## src/inc/rate_regs_pkg.sv

```systemverilog
// Package: register map, flag positions and sample format constants.
// Assumes a 16-bit register word addressed by even byte address.
package rate_regs_pkg;
  localparam int WORD_W = 16;
  localparam int ADDR_W = 7;
  localparam logic [6:0] ERR_FLAGS_ADDR = 7'h02;
  localparam logic [6:0] X_LOW_ADDR = 7'h04;
  localparam logic [6:0] X_HIGH_ADDR = 7'h06;
  localparam logic [6:0] Y_LOW_ADDR = 7'h08;
  localparam logic [6:0] Y_HIGH_ADDR = 7'h0A;
  localparam logic [15:0] ERR_FLAGS_RESET = 16'h0000;
  localparam int FLASH_FAIL_BIT = 2;
  localparam int OVERRUN_BIT = 1;
  localparam int CMD_FLASH_UPDATE_BIT = 3;
  localparam int CMD_RESET_BIT = 7;
  localparam logic [15:0] FULL_POS_COUNT = 16'h4E20;
  localparam logic [15:0] FULL_NEG_COUNT = 16'hB1E0;
  localparam logic [15:0] UNMAPPED_DATA = 16'h0000;
  typedef enum logic [1:0] {
    RANGE_SMALL = 2'b00,
    RANGE_MIDDLE = 2'b01,
    RANGE_LARGE = 2'b10
  } range_variant_t;
endpackage

```

## src/inc/flag_if.sv

```systemverilog
// Interface: error event and clear lines between top and flag module.
// Assumes one clock domain shared by both ends.
`timescale 1ns/10ps
interface flag_if;
  logic flash_fail_set;
  logic overrun_set;
  logic overrun_clear;
  logic read_clear;
  logic [15:0] flags;
  modport top (output flash_fail_set, output overrun_set, output overrun_clear,
    output read_clear, input flags);
  modport flagger (input flash_fail_set, input overrun_set, input overrun_clear,
    input read_clear, output flags);
endinterface

```

## src/gyro_rate_regs.sv

```systemverilog
// Top: x and y rate registers plus error flags on a 16-bit register port.
// Assumes the serial front end delivers address and a one-cycle read strobe.
`timescale 1ns/10ps
module gyro_rate_regs #(
  parameter rate_regs_pkg::range_variant_t RANGE = rate_regs_pkg::RANGE_SMALL
) (
  input wire logic clock,
  input wire logic rst,
  input wire logic ce,
  input wire logic rd_strobe,
  input wire logic [6:0] rd_addr,
  output logic [15:0] rd_data,
  output logic rd_valid,
  input wire logic [15:0] global_command,
  input wire logic global_command_wr,
  input wire logic flash_update_done,
  input wire logic flash_update_ok,
  input wire logic overrun_event,
  input wire logic sample_valid,
  input wire logic [31:0] x_sample,
  input wire logic [31:0] y_sample,
  output logic [1:0] range_code,
  output logic flash_update_start,
  output logic soft_reset
);
  flag_if fl ();
  logic [15:0] x_high;
  logic [15:0] x_low;
  logic [15:0] y_high;
  logic [15:0] y_low;
  logic [15:0] rd_data_ff;
  logic [15:0] nxt_rd_data;
  logic rd_valid_ff;
  logic nxt_rd_valid;
  logic flash_busy_ff;
  logic nxt_flash_busy;
  logic flash_start_ff;
  logic nxt_flash_start;
  logic soft_reset_ff;
  logic nxt_soft_reset;

  // Even-byte decode: either byte of a word selects it
  function automatic logic [6:0] word_addr(input logic [6:0] a);
    word_addr = {a[6:1], 1'b0};
  endfunction

  // Map hit test, used by the unmapped-read check below
  function automatic logic is_mapped(input logic [6:0] a);
    logic [6:0] w;
    w = word_addr(a);
    is_mapped = (w == rate_regs_pkg::ERR_FLAGS_ADDR) || (w == rate_regs_pkg::X_LOW_ADDR) ||
      (w == rate_regs_pkg::X_HIGH_ADDR) || (w == rate_regs_pkg::Y_LOW_ADDR) ||
      (w == rate_regs_pkg::Y_HIGH_ADDR);
  endfunction

  error_flags_reg u_flags (
    .clock(clock),
    .rst(rst),
    .ce(ce),
    .fl(fl)
  );

  rate_axis_reg #(.SAMPLE_W(32)) u_x (
    .clock(clock),
    .ce(ce),
    .sample_valid(sample_valid),
    .sample(x_sample),
    .high_word(x_high),
    .low_word(x_low)
  );

  rate_axis_reg #(.SAMPLE_W(32)) u_y (
    .clock(clock),
    .ce(ce),
    .sample_valid(sample_valid),
    .sample(y_sample),
    .high_word(y_high),
    .low_word(y_low)
  );

  // Scale is fixed by the variant; the host reads the code to pick the LSB weight
  assign range_code = RANGE;

  always_comb begin
    nxt_rd_valid = rd_strobe;
    nxt_rd_data = rd_data_ff;
    if (rd_strobe) begin
      unique case (word_addr(rd_addr))
        rate_regs_pkg::ERR_FLAGS_ADDR: nxt_rd_data = fl.flags;
        rate_regs_pkg::X_LOW_ADDR: nxt_rd_data = x_low;
        rate_regs_pkg::X_HIGH_ADDR: nxt_rd_data = x_high;
        rate_regs_pkg::Y_LOW_ADDR: nxt_rd_data = y_low;
        rate_regs_pkg::Y_HIGH_ADDR: nxt_rd_data = y_high;
        default: nxt_rd_data = rate_regs_pkg::UNMAPPED_DATA;
      endcase
    end
  end

  // Read returns the pre-clear value, clear takes effect on the same edge
  assign fl.read_clear = ce && rd_strobe &&
    (word_addr(rd_addr) == rate_regs_pkg::ERR_FLAGS_ADDR);

  always_comb begin
    nxt_flash_busy = flash_busy_ff;
    nxt_flash_start = 1'b0;
    nxt_soft_reset = 1'b0;
    if (global_command_wr && global_command[rate_regs_pkg::CMD_FLASH_UPDATE_BIT]) begin
      nxt_flash_busy = 1'b1;
      nxt_flash_start = 1'b1;
    end else if (flash_update_done) begin
      nxt_flash_busy = 1'b0;
    end
    if (global_command_wr && global_command[rate_regs_pkg::CMD_RESET_BIT]) begin
      nxt_soft_reset = 1'b1;
    end
  end

  // Only a completion of an update we started counts
  assign fl.flash_fail_set = flash_busy_ff && flash_update_done && !flash_update_ok;
  assign fl.overrun_set = overrun_event;
  assign fl.overrun_clear = soft_reset_ff;

  always_ff @(posedge clock) begin
    if (rst) begin
      rd_data_ff <= 16'h0000;
      rd_valid_ff <= 1'b0;
      flash_busy_ff <= 1'b0;
      flash_start_ff <= 1'b0;
      soft_reset_ff <= 1'b0;
    end else if (ce) begin
      rd_data_ff <= nxt_rd_data;
      rd_valid_ff <= nxt_rd_valid;
      flash_busy_ff <= nxt_flash_busy;
      flash_start_ff <= nxt_flash_start;
      soft_reset_ff <= nxt_soft_reset;
    end
  end

  assign rd_data = rd_data_ff;
  assign rd_valid = rd_valid_ff;
  assign flash_update_start = flash_start_ff;
  assign soft_reset = soft_reset_ff;

  property p_read_x_high;
    @(posedge clock) disable iff (rst)
      ce && rd_strobe && word_addr(rd_addr) == rate_regs_pkg::X_HIGH_ADDR
      |=> rd_valid && rd_data == $past(x_high);
  endproperty
  a_read_x_high: assert property (p_read_x_high) else $error("x high read wrong");

  property p_read_y_low;
    @(posedge clock) disable iff (rst)
      ce && rd_strobe && word_addr(rd_addr) == rate_regs_pkg::Y_LOW_ADDR
      |=> rd_data == $past(y_low);
  endproperty
  a_read_y_low: assert property (p_read_y_low) else $error("y low read wrong");

  property p_flag_read_then_clear;
    @(posedge clock) disable iff (rst)
      ce && fl.read_clear && !fl.flash_fail_set && !fl.overrun_set && !soft_reset_ff
      && !fl.flags[1]
      |=> rd_data == $past(fl.flags) && fl.flags == 16'h0000;
  endproperty
  a_flag_read_then_clear: assert property (p_flag_read_then_clear)
    else $error("flag read not clear-on-read");

  // Completion may come a few cycles after the command, never sooner than one
  property p_flash_fail_path;
    @(posedge clock) disable iff (rst)
      ce && global_command_wr && global_command[rate_regs_pkg::CMD_FLASH_UPDATE_BIT]
      ##[1:8] ce && flash_update_done && !flash_update_ok
      |=> fl.flags[rate_regs_pkg::FLASH_FAIL_BIT];
  endproperty
  a_flash_fail_path: assert property (p_flash_fail_path)
    else $error("flash failure missed");

  property p_flash_needs_done;
    @(posedge clock) disable iff (rst)
      ce && !fl.flags[rate_regs_pkg::FLASH_FAIL_BIT] && !flash_update_done
      |=> !fl.flags[rate_regs_pkg::FLASH_FAIL_BIT];
  endproperty
  a_flash_needs_done: assert property (p_flash_needs_done)
    else $error("flash flag rose without completion");

  property p_flash_ok_no_flag;
    @(posedge clock) disable iff (rst)
      ce && flash_update_done && flash_update_ok && !fl.flags[rate_regs_pkg::FLASH_FAIL_BIT]
      |=> !fl.flags[rate_regs_pkg::FLASH_FAIL_BIT];
  endproperty
  a_flash_ok_no_flag: assert property (p_flash_ok_no_flag)
    else $error("successful update flagged");

  property p_overrun_needs_event;
    @(posedge clock) disable iff (rst)
      ce && !fl.flags[rate_regs_pkg::OVERRUN_BIT] && !overrun_event
      |=> !fl.flags[rate_regs_pkg::OVERRUN_BIT];
  endproperty
  a_overrun_needs_event: assert property (p_overrun_needs_event)
    else $error("overrun flag rose without event");

  // After the reset command the next flag read leaves the overrun bit low
  property p_cmd_clears_overrun;
    @(posedge clock) disable iff (rst)
      ce && soft_reset && !overrun_event ##1 ce && fl.read_clear && !overrun_event
      |=> !fl.flags[rate_regs_pkg::OVERRUN_BIT];
  endproperty
  a_cmd_clears_overrun: assert property (p_cmd_clears_overrun)
    else $error("overrun survived reset command");

  property p_read_x_low;
    @(posedge clock) disable iff (rst)
      ce && rd_strobe && word_addr(rd_addr) == rate_regs_pkg::X_LOW_ADDR
      |=> rd_valid && rd_data == $past(x_low);
  endproperty
  a_read_x_low: assert property (p_read_x_low)
    else $error("x low read wrong");

  property p_read_y_high;
    @(posedge clock) disable iff (rst)
      ce && rd_strobe && word_addr(rd_addr) == rate_regs_pkg::Y_HIGH_ADDR
      |=> rd_valid && rd_data == $past(y_high);
  endproperty
  a_read_y_high: assert property (p_read_y_high)
    else $error("y high read wrong");

  property p_read_flags;
    @(posedge clock) disable iff (rst)
      ce && rd_strobe && word_addr(rd_addr) == rate_regs_pkg::ERR_FLAGS_ADDR
      |=> rd_valid && rd_data == $past(fl.flags);
  endproperty
  a_read_flags: assert property (p_read_flags)
    else $error("flag read wrong");

  property p_read_unmapped;
    @(posedge clock) disable iff (rst)
      ce && rd_strobe && !is_mapped(rd_addr)
      |=> rd_valid && rd_data == rate_regs_pkg::UNMAPPED_DATA;
  endproperty
  a_read_unmapped: assert property (p_read_unmapped)
    else $error("unmapped read not zero");

  // Host relies on the valid pulse being exactly one cycle
  property p_valid_idle;
    @(posedge clock) disable iff (rst)
      ce && !rd_strobe |=> !rd_valid;
  endproperty
  a_valid_idle: assert property (p_valid_idle)
    else $error("valid without read");

  property p_data_hold;
    @(posedge clock) disable iff (rst)
      !(ce && rd_strobe) |=> $stable(rd_data);
  endproperty
  a_data_hold: assert property (p_data_hold)
    else $error("read data moved without read");

  property p_frozen;
    @(posedge clock) disable iff (rst)
      !ce |=> $stable(fl.flags) && $stable(rd_valid) && $stable(flash_update_start);
  endproperty
  a_frozen: assert property (p_frozen)
    else $error("state moved while frozen");

  property p_flash_start;
    @(posedge clock) disable iff (rst)
      ce && global_command_wr && global_command[rate_regs_pkg::CMD_FLASH_UPDATE_BIT]
      |=> flash_update_start;
  endproperty
  a_flash_start: assert property (p_flash_start)
    else $error("flash update not started");

  property p_start_idle;
    @(posedge clock) disable iff (rst)
      ce && !global_command_wr |=> !flash_update_start;
  endproperty
  a_start_idle: assert property (p_start_idle)
    else $error("flash start without command");

  property p_soft_reset;
    @(posedge clock) disable iff (rst)
      ce && global_command_wr && global_command[rate_regs_pkg::CMD_RESET_BIT]
      |=> soft_reset;
  endproperty
  a_soft_reset: assert property (p_soft_reset)
    else $error("reset command not pulsed");

  property p_soft_idle;
    @(posedge clock) disable iff (rst)
      ce && !global_command_wr |=> !soft_reset;
  endproperty
  a_soft_idle: assert property (p_soft_idle)
    else $error("reset pulse without command");
endmodule

```

## src/error_flags_reg.sv

```systemverilog
// Sticky, clear-on-read error flag register.
// Assumes event inputs are on the same clock as the register.
`timescale 1ns/10ps
module error_flags_reg (
  input wire logic clock,
  input wire logic rst,
  input wire logic ce,
  flag_if.flagger fl
);
  logic [15:0] flags_ff;
  logic [15:0] nxt_flags;
  logic overrun_cond_ff;
  logic nxt_overrun_cond;

  always_comb begin
    nxt_flags = flags_ff;
    nxt_overrun_cond = overrun_cond_ff;
    if (fl.read_clear) begin
      nxt_flags = rate_regs_pkg::ERR_FLAGS_RESET;
    end
    if (fl.overrun_clear) begin
      nxt_overrun_cond = 1'b0;
    end else if (fl.overrun_set) begin
      nxt_overrun_cond = 1'b1;
    end
    // Set beats read clear; a standing overrun re-raises after a read
    if (fl.flash_fail_set) begin
      nxt_flags[rate_regs_pkg::FLASH_FAIL_BIT] = 1'b1;
    end
    if ((fl.overrun_set || overrun_cond_ff) && !fl.overrun_clear) begin
      nxt_flags[rate_regs_pkg::OVERRUN_BIT] = 1'b1;
    end
  end

  always_ff @(posedge clock) begin
    if (rst) begin
      flags_ff <= rate_regs_pkg::ERR_FLAGS_RESET;
      overrun_cond_ff <= 1'b0;
    end else if (ce) begin
      flags_ff <= nxt_flags;
      overrun_cond_ff <= nxt_overrun_cond;
    end
  end

  assign fl.flags = flags_ff;

  // Flag bits that hardware may raise; all others read as zero
  localparam logic [15:0] USED_MASK = (16'h0001 << rate_regs_pkg::FLASH_FAIL_BIT) |
    (16'h0001 << rate_regs_pkg::OVERRUN_BIT);

  property p_sticky;
    @(posedge clock) disable iff (rst)
      ce && !fl.read_clear |=> (flags_ff & $past(flags_ff)) == $past(flags_ff);
  endproperty
  a_sticky: assert property (p_sticky) else $error("flag dropped without read");

  property p_read_clears;
    @(posedge clock) disable iff (rst)
      ce && fl.read_clear && !fl.flash_fail_set |=> !flags_ff[rate_regs_pkg::FLASH_FAIL_BIT];
  endproperty
  a_read_clears: assert property (p_read_clears) else $error("read did not clear");

  property p_flash_set;
    @(posedge clock) disable iff (rst)
      ce && fl.flash_fail_set |=> flags_ff[rate_regs_pkg::FLASH_FAIL_BIT];
  endproperty
  a_flash_set: assert property (p_flash_set) else $error("flash failure not flagged");

  property p_reraise;
    @(posedge clock) disable iff (rst)
      ce && overrun_cond_ff && fl.read_clear && !fl.overrun_clear
      |=> flags_ff[rate_regs_pkg::OVERRUN_BIT];
  endproperty
  a_reraise: assert property (p_reraise) else $error("overrun not re-raised");

  property p_overrun_set;
    @(posedge clock) disable iff (rst)
      ce && fl.overrun_set && !fl.overrun_clear
      |=> flags_ff[rate_regs_pkg::OVERRUN_BIT] && overrun_cond_ff;
  endproperty
  a_overrun_set: assert property (p_overrun_set) else $error("overrun not flagged");

  property p_reserved_zero;
    @(posedge clock) disable iff (rst) (flags_ff & ~USED_MASK) == 16'h0000;
  endproperty
  a_reserved_zero: assert property (p_reserved_zero) else $error("reserved flag set");
endmodule

```

## src/rate_axis_reg.sv

```systemverilog
// One rate axis: high and low words captured together from one sample.
// Assumes sample_valid is a one-cycle strobe on the same clock.
`timescale 1ns/10ps
module rate_axis_reg #(
  parameter int SAMPLE_W = 32
) (
  input wire logic clock,
  input wire logic ce,
  input wire logic sample_valid,
  input wire logic [SAMPLE_W-1:0] sample,
  output logic [15:0] high_word,
  output logic [15:0] low_word
);
  logic [SAMPLE_W-1:0] sample_ff;
  logic [SAMPLE_W-1:0] nxt_sample;

  always_comb begin
    nxt_sample = sample_ff;
    if (sample_valid) begin
      nxt_sample = sample;
    end
  end

  // No reset: power-up value is undefined by design
  always_ff @(posedge clock) begin
    if (ce) begin
      sample_ff <= nxt_sample;
    end
  end

  assign high_word = sample_ff[SAMPLE_W-1:SAMPLE_W-16];
  assign low_word = sample_ff[SAMPLE_W-17:SAMPLE_W-32];

  property p_coherent;
    @(posedge clock) ce && sample_valid |=> {high_word, low_word} == $past(sample);
  endproperty
  a_coherent: assert property (p_coherent) else $error("words not from one sample");

  property p_hold;
    @(posedge clock) !sample_valid |=> $stable(sample_ff);
  endproperty
  a_hold: assert property (p_hold) else $error("sample changed without strobe");
endmodule

```

## config.mk

```make
export PLATFORM = sky130hd
export DESIGN_NAME = gyro_rate_regs
export DESIGN_NICKNAME = d
export VERILOG_FILES = /design/src/inc/rate_regs_pkg.sv /design/src/inc/flag_if.sv /design/src/gyro_rate_regs.sv /design/src/error_flags_reg.sv /design/src/rate_axis_reg.sv
export SDC_FILE = /design/constraint.sdc
export NUM_CORES = 1
export LEC_CHECK = 0
export ABC_AREA = 1
export BUFFER_PORTS_ARGS = -buffer_cell sky130_fd_sc_hd__clkbuf_2
export CAP_MARGIN = 20
export CELL_PAD_IN_SITES_DETAIL_PLACEMENT = 0
export CELL_PAD_IN_SITES_GLOBAL_PLACEMENT = 1
export CORE_ASPECT_RATIO = 0.9
export CORE_MARGIN = 5
export CORE_UTILIZATION = 41
export CTS_BUF_LIST = sky130_fd_sc_hd__clkbuf_16
export DETAILED_ROUTE_END_ITERATION = 6
export PLACE_DENSITY_LB_ADDON = 0.12
export SLEW_MARGIN = 20
export SYNTH_ARGS = -nofsm -noshare
export SYNTH_HDL_FRONTEND = slang
export SYNTH_HIERARCHICAL = 1
export SYNTH_SLANG_ARGS = --single-unit
```

## constraint.sdc

```tcl
create_clock -name clock -period 1.55 [get_ports clock]
set_input_delay 0 -clock clock [delete_from_list [all_inputs] [get_ports clock]]
set_output_delay 0 -clock clock [all_outputs]
set_load 0.005 [all_outputs]
```

# == Yosys cells after proc, flatten, opt, wreduce, memory -nomap -nowiden ==
# Index checks and enable logic that the tools add are counted.
# totals
register_bits,87
input_bits,96
out_inout_bits,21
word_cells,45
# classes
eq_ne,5
n_mux,10
reduce_logical,20
# ops
op,count
16-bit case mux with 5 select lines,1
"6-bit by 2-bit == test with 1-bit output, second input constant",2
"6-bit by 3-bit == test with 1-bit output, second input constant",2
2-bit AND reduction,6
1-bit 2-to-1 mux,8
2-bit nonzero test,4
1-bit logical AND,7
"6-bit by 1-bit == test with 1-bit output, second input constant",1
3-bit 2-to-1 mux,1
1-bit logical NOT,2
1-bit logical OR,1

# == Depth between registers and ports, before layout ==
# Gate-level depths: netlist (run 1).
# depth
word_depth,4
mapped_depth,8
depth_no_buf,7

# == Modules after synthesis ==
# Netlist (run 1), hierarchy kept.
# by_module_without_submodules
module,instances,cells_per_inst,area_each_um2,seq_area_each_um2
rate_axis_reg,2,34,968.4,960.9
gyro_rate_regs,1,266,1599.0,400.4
error_flags_reg,1,34,240.2,60.1

# == Worst setup path after synthesis (run 1) ==
# Ideal clock, no wire load.
# synth_path
path_kind,in2reg
start,input port ce
end,"register u_x.sample_ff[0], enable pin"
setup_ps,387
arrival_ps,671
t_required_ps,1163
path_slack_ps,492
cell_stages,2
n_path_buf,0
cell_sequence,nand2_1 inv_1
# synth_via
elab_chain_len,1
# synth_lines
element,line,source
from (decl),gyro_rate_regs.sv:9,"input wire logic ce,"
2-bit AND reduction (no line),n/a,
to (signal assigned),rate_axis_reg.sv:27,sample_ff <= nxt_sample;
to (decl),rate_axis_reg.sv:14,logic [SAMPLE_W-1:0] sample_ff;
# Every way passes these cells.
# A chain may end at the register's enable or synchronous reset.

# == Worst setup path in the final report (run 1) ==
# layout_path
start,register flash_busy_ff
end,register u_flags.flags_ff[2] (netlist: u_flags/fl.flags[2])
# layout_via
elab_chain_len,4
elab_cells_between_ends,5
classes_between,mux: 1; reduce/logical: 4
# layout_lines
element,line,source
from (decl),gyro_rate_regs.sv:35,logic flash_busy_ff;
from (signal assigned),gyro_rate_regs.sv:133,flash_busy_ff <= nxt_flash_busy;
1-bit logical AND (*) (2 in series),gyro_rate_regs.sv:119,assign fl.flash_fail_set = flash_busy_ff && flash_update_done && !flash_update_ok;
named net fl.flash_fail_set,flag_if.sv:5,logic flash_fail_set;
2-bit nonzero test (no line),n/a,
2-bit AND reduction (no line),n/a,
to (signal assigned),error_flags_reg.sv:37,flags_ff <= rate_regs_pkg::ERR_FLAGS_RESET;
to (signal assigned),error_flags_reg.sv:40,flags_ff <= nxt_flags;
to (decl),error_flags_reg.sv:10,logic [15:0] flags_ff;
# The timed path passes the listed nets; every way through them passes the cells marked *.

==> results of run 1 <==
==> layer usage <==
layer / global-route usage [%] / vias to the layer above
met5: 0 / -
met4: 6.455 / 0
met3: 3.962 / 13
met2: 31.76 / 99
met1: 20.13 / 1404
li1: - / 1587
==> stage by stage <==
| step | area (µm²) | worst slack [ps] | hold slack (ps) |
|---|---|---|---|
| floorplan | 3829 | 491.9 | 62.44 |
| global placement | 4388 | 323.5 | 176.6 |
| detailed placement | 4388 | 300.3 | 178.6 |
| CTS | 5420 | 302.2 | 76.87 |
| global route | 5420 | 122.3 | 148.1 |
| finish | 5420 | 284.8 | 83.48 |
==> worst max-delay path, stage by stage (launching register included) <==
cell           delay (ps)
dfxtp_1               330
nand2_1                50
nor2_1                 80
dlygate4sd3_1         560
nand2_1                50
a21oi_1               130
==> registers in the layout, indices dropped and copies added (netlist names) <==
register,cells
u_x/sample_ff,32
u_y/sample_ff,32
rd_data,16
u_flags/fl.flags,2
flash_busy_ff,1
flash_update_start,1
rd_valid,1
soft_reset,1
u_flags/overrun_cond_ff,1
==> cell usage after synthesis, drive strengths merged <==
cell type	number	share of area (%)
edfxtp	64	51
nor2	57	6.7
nand2	51	5.1
nand3	36	5.2
nand4	32	5.3
inv	31	3.1
buf	29	5.3
a21oi	23	3.4
dfxtp	23	12
o21ai	16	2.1
clkbuf	3	0.30
conb	2	0.20
nor3	1	0.13
==> cells by family after synthesis <==
kind of cell / synth area share [%]
AND/OR/NAND/NOR: 22.47
other: 0.1989
flip-flops: 63.09
buffers and inverters: 8.681
AO/OA/AOI/OAI: 5.567
==> what timing repair did <==
item / CTS / global route
hold buffers: 73 / 0
gates resized for setup: 0 / 0
endpoints found under the hold margin: 71 / 0
==> layout make-up <==
cell class | instances | share of cell area [%]
multi-input cells | 232 | 20.64
clock buffers | 11 | 5.078
repair buffers | 180 | 24.88
inverters | 31 | 2.147
flip-flops and latches | 87 | 43.95
clock inverters | 5 | 0.4848
well taps | 122 | 2.816
==> worst max-delay path by stage <==
stage	startpoint	to	slack, ps	depth (start not counted)
after floorplan	ce	u_x/sample_ff[0]$_DFFE_PP_	490	2
after detailed placement	rd_addr[6]	rd_data[9]$_SDFFE_PP0P_	300	6
after global routing	flash_busy_ff$_SDFFE_PP0P_	u_flags/fl.flags[2]$_SDFFE_PP0P_	120	5
after CTS	flash_busy_ff$_SDFFE_PP0P_	u_flags/fl.flags[2]$_SDFFE_PP0P_	300	5
after global placement	rd_addr[6]	rd_data[9]$_SDFFE_PP0P_	320	6
final	flash_busy_ff$_SDFFE_PP0P_	u_flags/fl.flags[2]$_SDFFE_PP0P_	280	5
==> where the power goes <==
part           total, mW  switching, mW  internal [mW]
Clock               2.14          0.865           1.27
Sequential          2.71         0.0480           2.66
Combinational      0.551          0.268          0.284
==> flow_summary.toml, run 1 <==
[die]
die-area_mm2 = 0.01123
coreArea_mm2 = 0.009042
initial_core_util_pct = 41.76
die_h_um = 101.0
io-pin-count = 117
rows = 33
die_x_um = 111.2

[worst_setup_path]
required_ps = 1820
r2r-start = "flash_busy_ff$_SDFFE_PP0P_"
criticalPathCategory = "flip-flop to flip-flop"
regToRegSetupSlack_ps = 280
reg2reg_to = "u_flags/fl.flags[2]$_SDFFE_PP0P_"
crit_arrival_ps = 1530
start_kind = "flip-flop"
worstSetupEndpointType = "flip-flop"
critPathMaxFanout = 2
rr_worst_depth = 5

[clock_tree]
insertion_delay_ps = 340
cts_buffers = 9
htreeDepth = 3
clk_pin_slew_ps = 60
cts_root_buf = "clkbuf_16"
tritoncts = "done"
numClockSinks = 87
cts_buffer_depth = 2
post-cts-setup-buffer-count = 0

[layout]
syn_to_final_growth_pct = 43.54
fin_nets = 637
multi_input_area_mm2 = 0.001119
seqCellArea_mm2 = 0.002382
utilization_pct = 59.94
instances_no_fill = 668
fillers = 770
layout-drive-gt1-share_pct = 25.82
final_cell_mix = "clkbuf_2, dlygate4sd3_1, edfxtp_1"
final_common_cell = "clkbuf_2"
n_antenna_cell = 0

[worst_hold_path]
hp-class = "primary input to flip-flop"
holdPathStages = 3
worstHoldEndpoint = "u_flags/fl.flags[2]$_SDFFE_PP0P_"
hp-start = "ce"

[timing]
period_share_pct = 81.63
setup_tns_ps = 0
fin_skew_ps = 8.627
rsz0062_at_grt = "false"
min_period_ps = 1265
final_hold_viol_count = 0
setup_viol = 0
drv_slew = 0
fmax_mhz = 790.4

[routing]
routed_wl_um = 9313
vias = 3103
avgViaCountPerCell = 4.645
met3WireLength_um = 510
drt_iter0_drc = 152
wire_per_inst_um = 13.94
route.met2.wl_um = 4754
met1Wirelength_um = 3883
detail-route-antenna-nets = 0
dr.pass1.iters = 4
drc = 0
highest-signal-layer = "met4"

[yosys]
syn_inst = 368
yosys_warnings = 6
syn-cell-area_mm2 = 0.003776
yosysUniqueCellTypes = 22
syn_avg_cell_area_um2 = 10.26
seq_area_frac_synth_pct = 63.09
synth-seq-cells = 87

[power_and_ir_drop]
leakage_nw = 2.356
p_per_area_mw_per_mm2 = 995.4
finalPower_mw = 5.395
peakVddDrop_mv = 0.5194

[flow_run]
maxCapViolations = 0

[global_route]
grt_pass1_vias = 3147
globalRouteOverflowTotal = 0
grt_pass1_wl_um = 15140
antenna_found_initial = 0
grt_max_degree = 33
grt_usage_pct = 17.41

[run_status]
status = "finished, final reports clean"

[placement]
dp_hpwl_um = 6118
placed_cells = 579
gp_congestion = 0.7337
port_buffers = 99
Power figures use the tool's default switching activity.
==> inputs of run 2 (changes only) <==
- CORE_UTILIZATION: 41 -> 38
- clock period: 1.55 -> 1.25 ns (I/O delays scaled with it)
==> run 2 against run 1 <==
  * Sequential share of layout area decreased by 0.25 points
  * Via count decreased by 1.2%
  * First-iteration DRC count increased by 23%
  * Critical endpoint is now flash_update_start$_SDFFE_PP0P_
  * Largest cell class unchanged
  * Worst setup slack got worse by 240 ps
  * Total power increased by 27%
  * Die area increased by 7.1%
  * Flip-flop and latch count unchanged
  * Non-clock buffer count increased by 3
==> flow_summary.toml, run 2 (synthesis results as in run 1) <==
[die]
die_h_um = 104.6
die-area_mm2 = 0.01203
io-pin-count = 117
coreArea_mm2 = 0.009699
rows = 34
die_x_um = 115.1
initial_core_util_pct = 38.93

[clock_tree]
clk_pin_slew_ps = 60
htreeDepth = 3
insertion_delay_ps = 330
cts_buffers = 9
cts_buffer_depth = 2
numClockSinks = 87
cts_root_buf = "clkbuf_16"
post-cts-setup-buffer-count = 0
tritoncts = "done"

[placement]
dp_hpwl_um = 6260
gp_congestion = 0.7932
port_buffers = 99

[flow_run]
maxCapViolations = 0

[worst_hold_path]
hp-class = "primary input to flip-flop"

[worst_setup_path]
path_delay_family = "buffers and inverters"
crit_arrival_ps = 1460
critPathMostFrequentCell = "dlygate4sd3_1"
crit_path_max_incr_delay_ps = 600
critPathMaxFanout = 2
start_kind = "primary input"
criticalPathCategory = "primary input to flip-flop"
worstSetupEndpointType = "flip-flop"
required_ps = 1510
crit_buf_inv = 3
timing.critical_path.cells = "dlygate4sd3_1, clkbuf_2, nand3_1, dlygate4sd3_1, a21oi_1"
slowest_stage = "dlygate4sd3_1"

[run_status]
status = "finished, final reports clean"

[routing]
detail-route-antenna-nets = 0
avgViaCountPerCell = 4.541
drc = 0
routed_wl_um = 9576
drt_iter0_drc = 187
vias = 3065
dr.pass1.iters = 4
wire_per_inst_um = 14.19

[timing]
setup_viol = 0
min_period_ps = 1200
drv_slew = 0
period_share_pct = 96.03
fin_skew_ps = 7.668
fmax_mhz = 833.1
rsz0062_at_grt = "false"
setup_tns_ps = 0
final_hold_viol_count = 0
hold_ws_ps = 48.18

[layout]
final_cell_mix = "clkbuf_2, dlygate4sd3_1, edfxtp_1"
layout-drive-gt1-share_pct = 26.41
final_common_cell = "clkbuf_2"
fillers = 838
n_antenna_cell = 0
seqCellArea_mm2 = 0.002382
fin_nets = 640
multi_input_area_mm2 = 0.001119
syn_to_final_growth_pct = 44.37

[power_and_ir_drop]
leakage_nw = 2.360
peakVddDrop_mv = 0.6066
p_per_area_mw_per_mm2 = 1255

[global_route]
globalRouteOverflowTotal = 0
antenna_found_initial = 0
grt_pass1_wl_um = 15150
grt_max_degree = 33
grt_usage_pct = 16.31
grt_pass1_vias = 3094
[run 2: cell count changes in the layout (fill, tap and decap cells not counted), sizes merged]
cell / before / now
buf: 8 / 11
bufinv: 0 / 2
clkbuf: 110 / 108
clkinv: 1 / 3
clkinvlp: 0 / 2
inv: 35 / 31
[run 2: metrics by stage]
stage          worst slack, ps  util [%]  area, µm²  instances  total power, mW
2_1_floorplan            191.9         -       3829        382            3.675
3_3_place_gp             186.2     45.39       4403        586            3.921
3_5_place_dp             155.2     45.39       4403        586            3.933
4_1_cts                  82.82     56.17       5448        675            6.927
5_1_grt                  13.36     56.20       5451        675            7.136
6_report                 49.67     56.20       5451        675            6.842
[run 2: worst register-to-register path: cells and delay by family, from the launching register on]
kind,cells,cell delay [ps]
simple gates,1,60
flops,1,320
compound gates,1,110
buf+inv,1,550
[run 2: final timing paths]
kind / cells past startpoint / startpoint / end / slack (ps)
max: 5 / global_command[3] / flash_update_start$_SDFFE_PP0P_ / 50
min: 4 / ce / u_flags/overrun_cond_ff$_SDFFE_PP0P_ / 50
max reg2reg: 3 / flash_busy_ff$_SDFFE_PP0P_ / flash_busy_ff$_SDFFE_PP0P_ / 160
min reg2reg: 2 / flash_update_start$_SDFFE_PP0P_ / flash_update_start$_SDFFE_PP0P_ / 470
[run 2: final cells by class]
cell class                      instances  share of cell area [%]
Clock inverter                          7                   1.630
Sequential cell                        87                   43.70
Multi-Input combinational cell        232                   20.52
Clock buffer                            9                   4.131
Timing Repair Buffer                  183                   24.93
Inverter                               31                   2.203
Tap cell                              126                   2.892
[run 2: per-layer routing]
metal	GRT usage, %	share of wire (%)	routed length (µm)	vias up
li1	-	-	-	1591
met1	20.10	41	3935	1370
met2	28.06	51	4889	94
met3	3.757	6.2	596	10
met4	5.448	1.6	154	0
met5	0	0	0	-
[run 2: what timing repair did]
action	4_1_cts	5_1_grt
endpoints found under the setup margin	0	7
resized for setup	0	1
hold endpoints to repair	71	0
hold buffers	73	0
[run 2: report_power, final]
| group | leakage [nW] | internal [mW] | switching (mW) | total [mW] |
|---|---|---|---|---|
| logic | 1.42 | 0.353 | 0.337 | 0.690 |
| registers | 0.790 | 3.30 | 0.0592 | 3.36 |
| clock network | 0.154 | 1.74 | 1.06 | 2.80 |
| total | 2.36 | 5.39 | 1.46 | 6.84 |
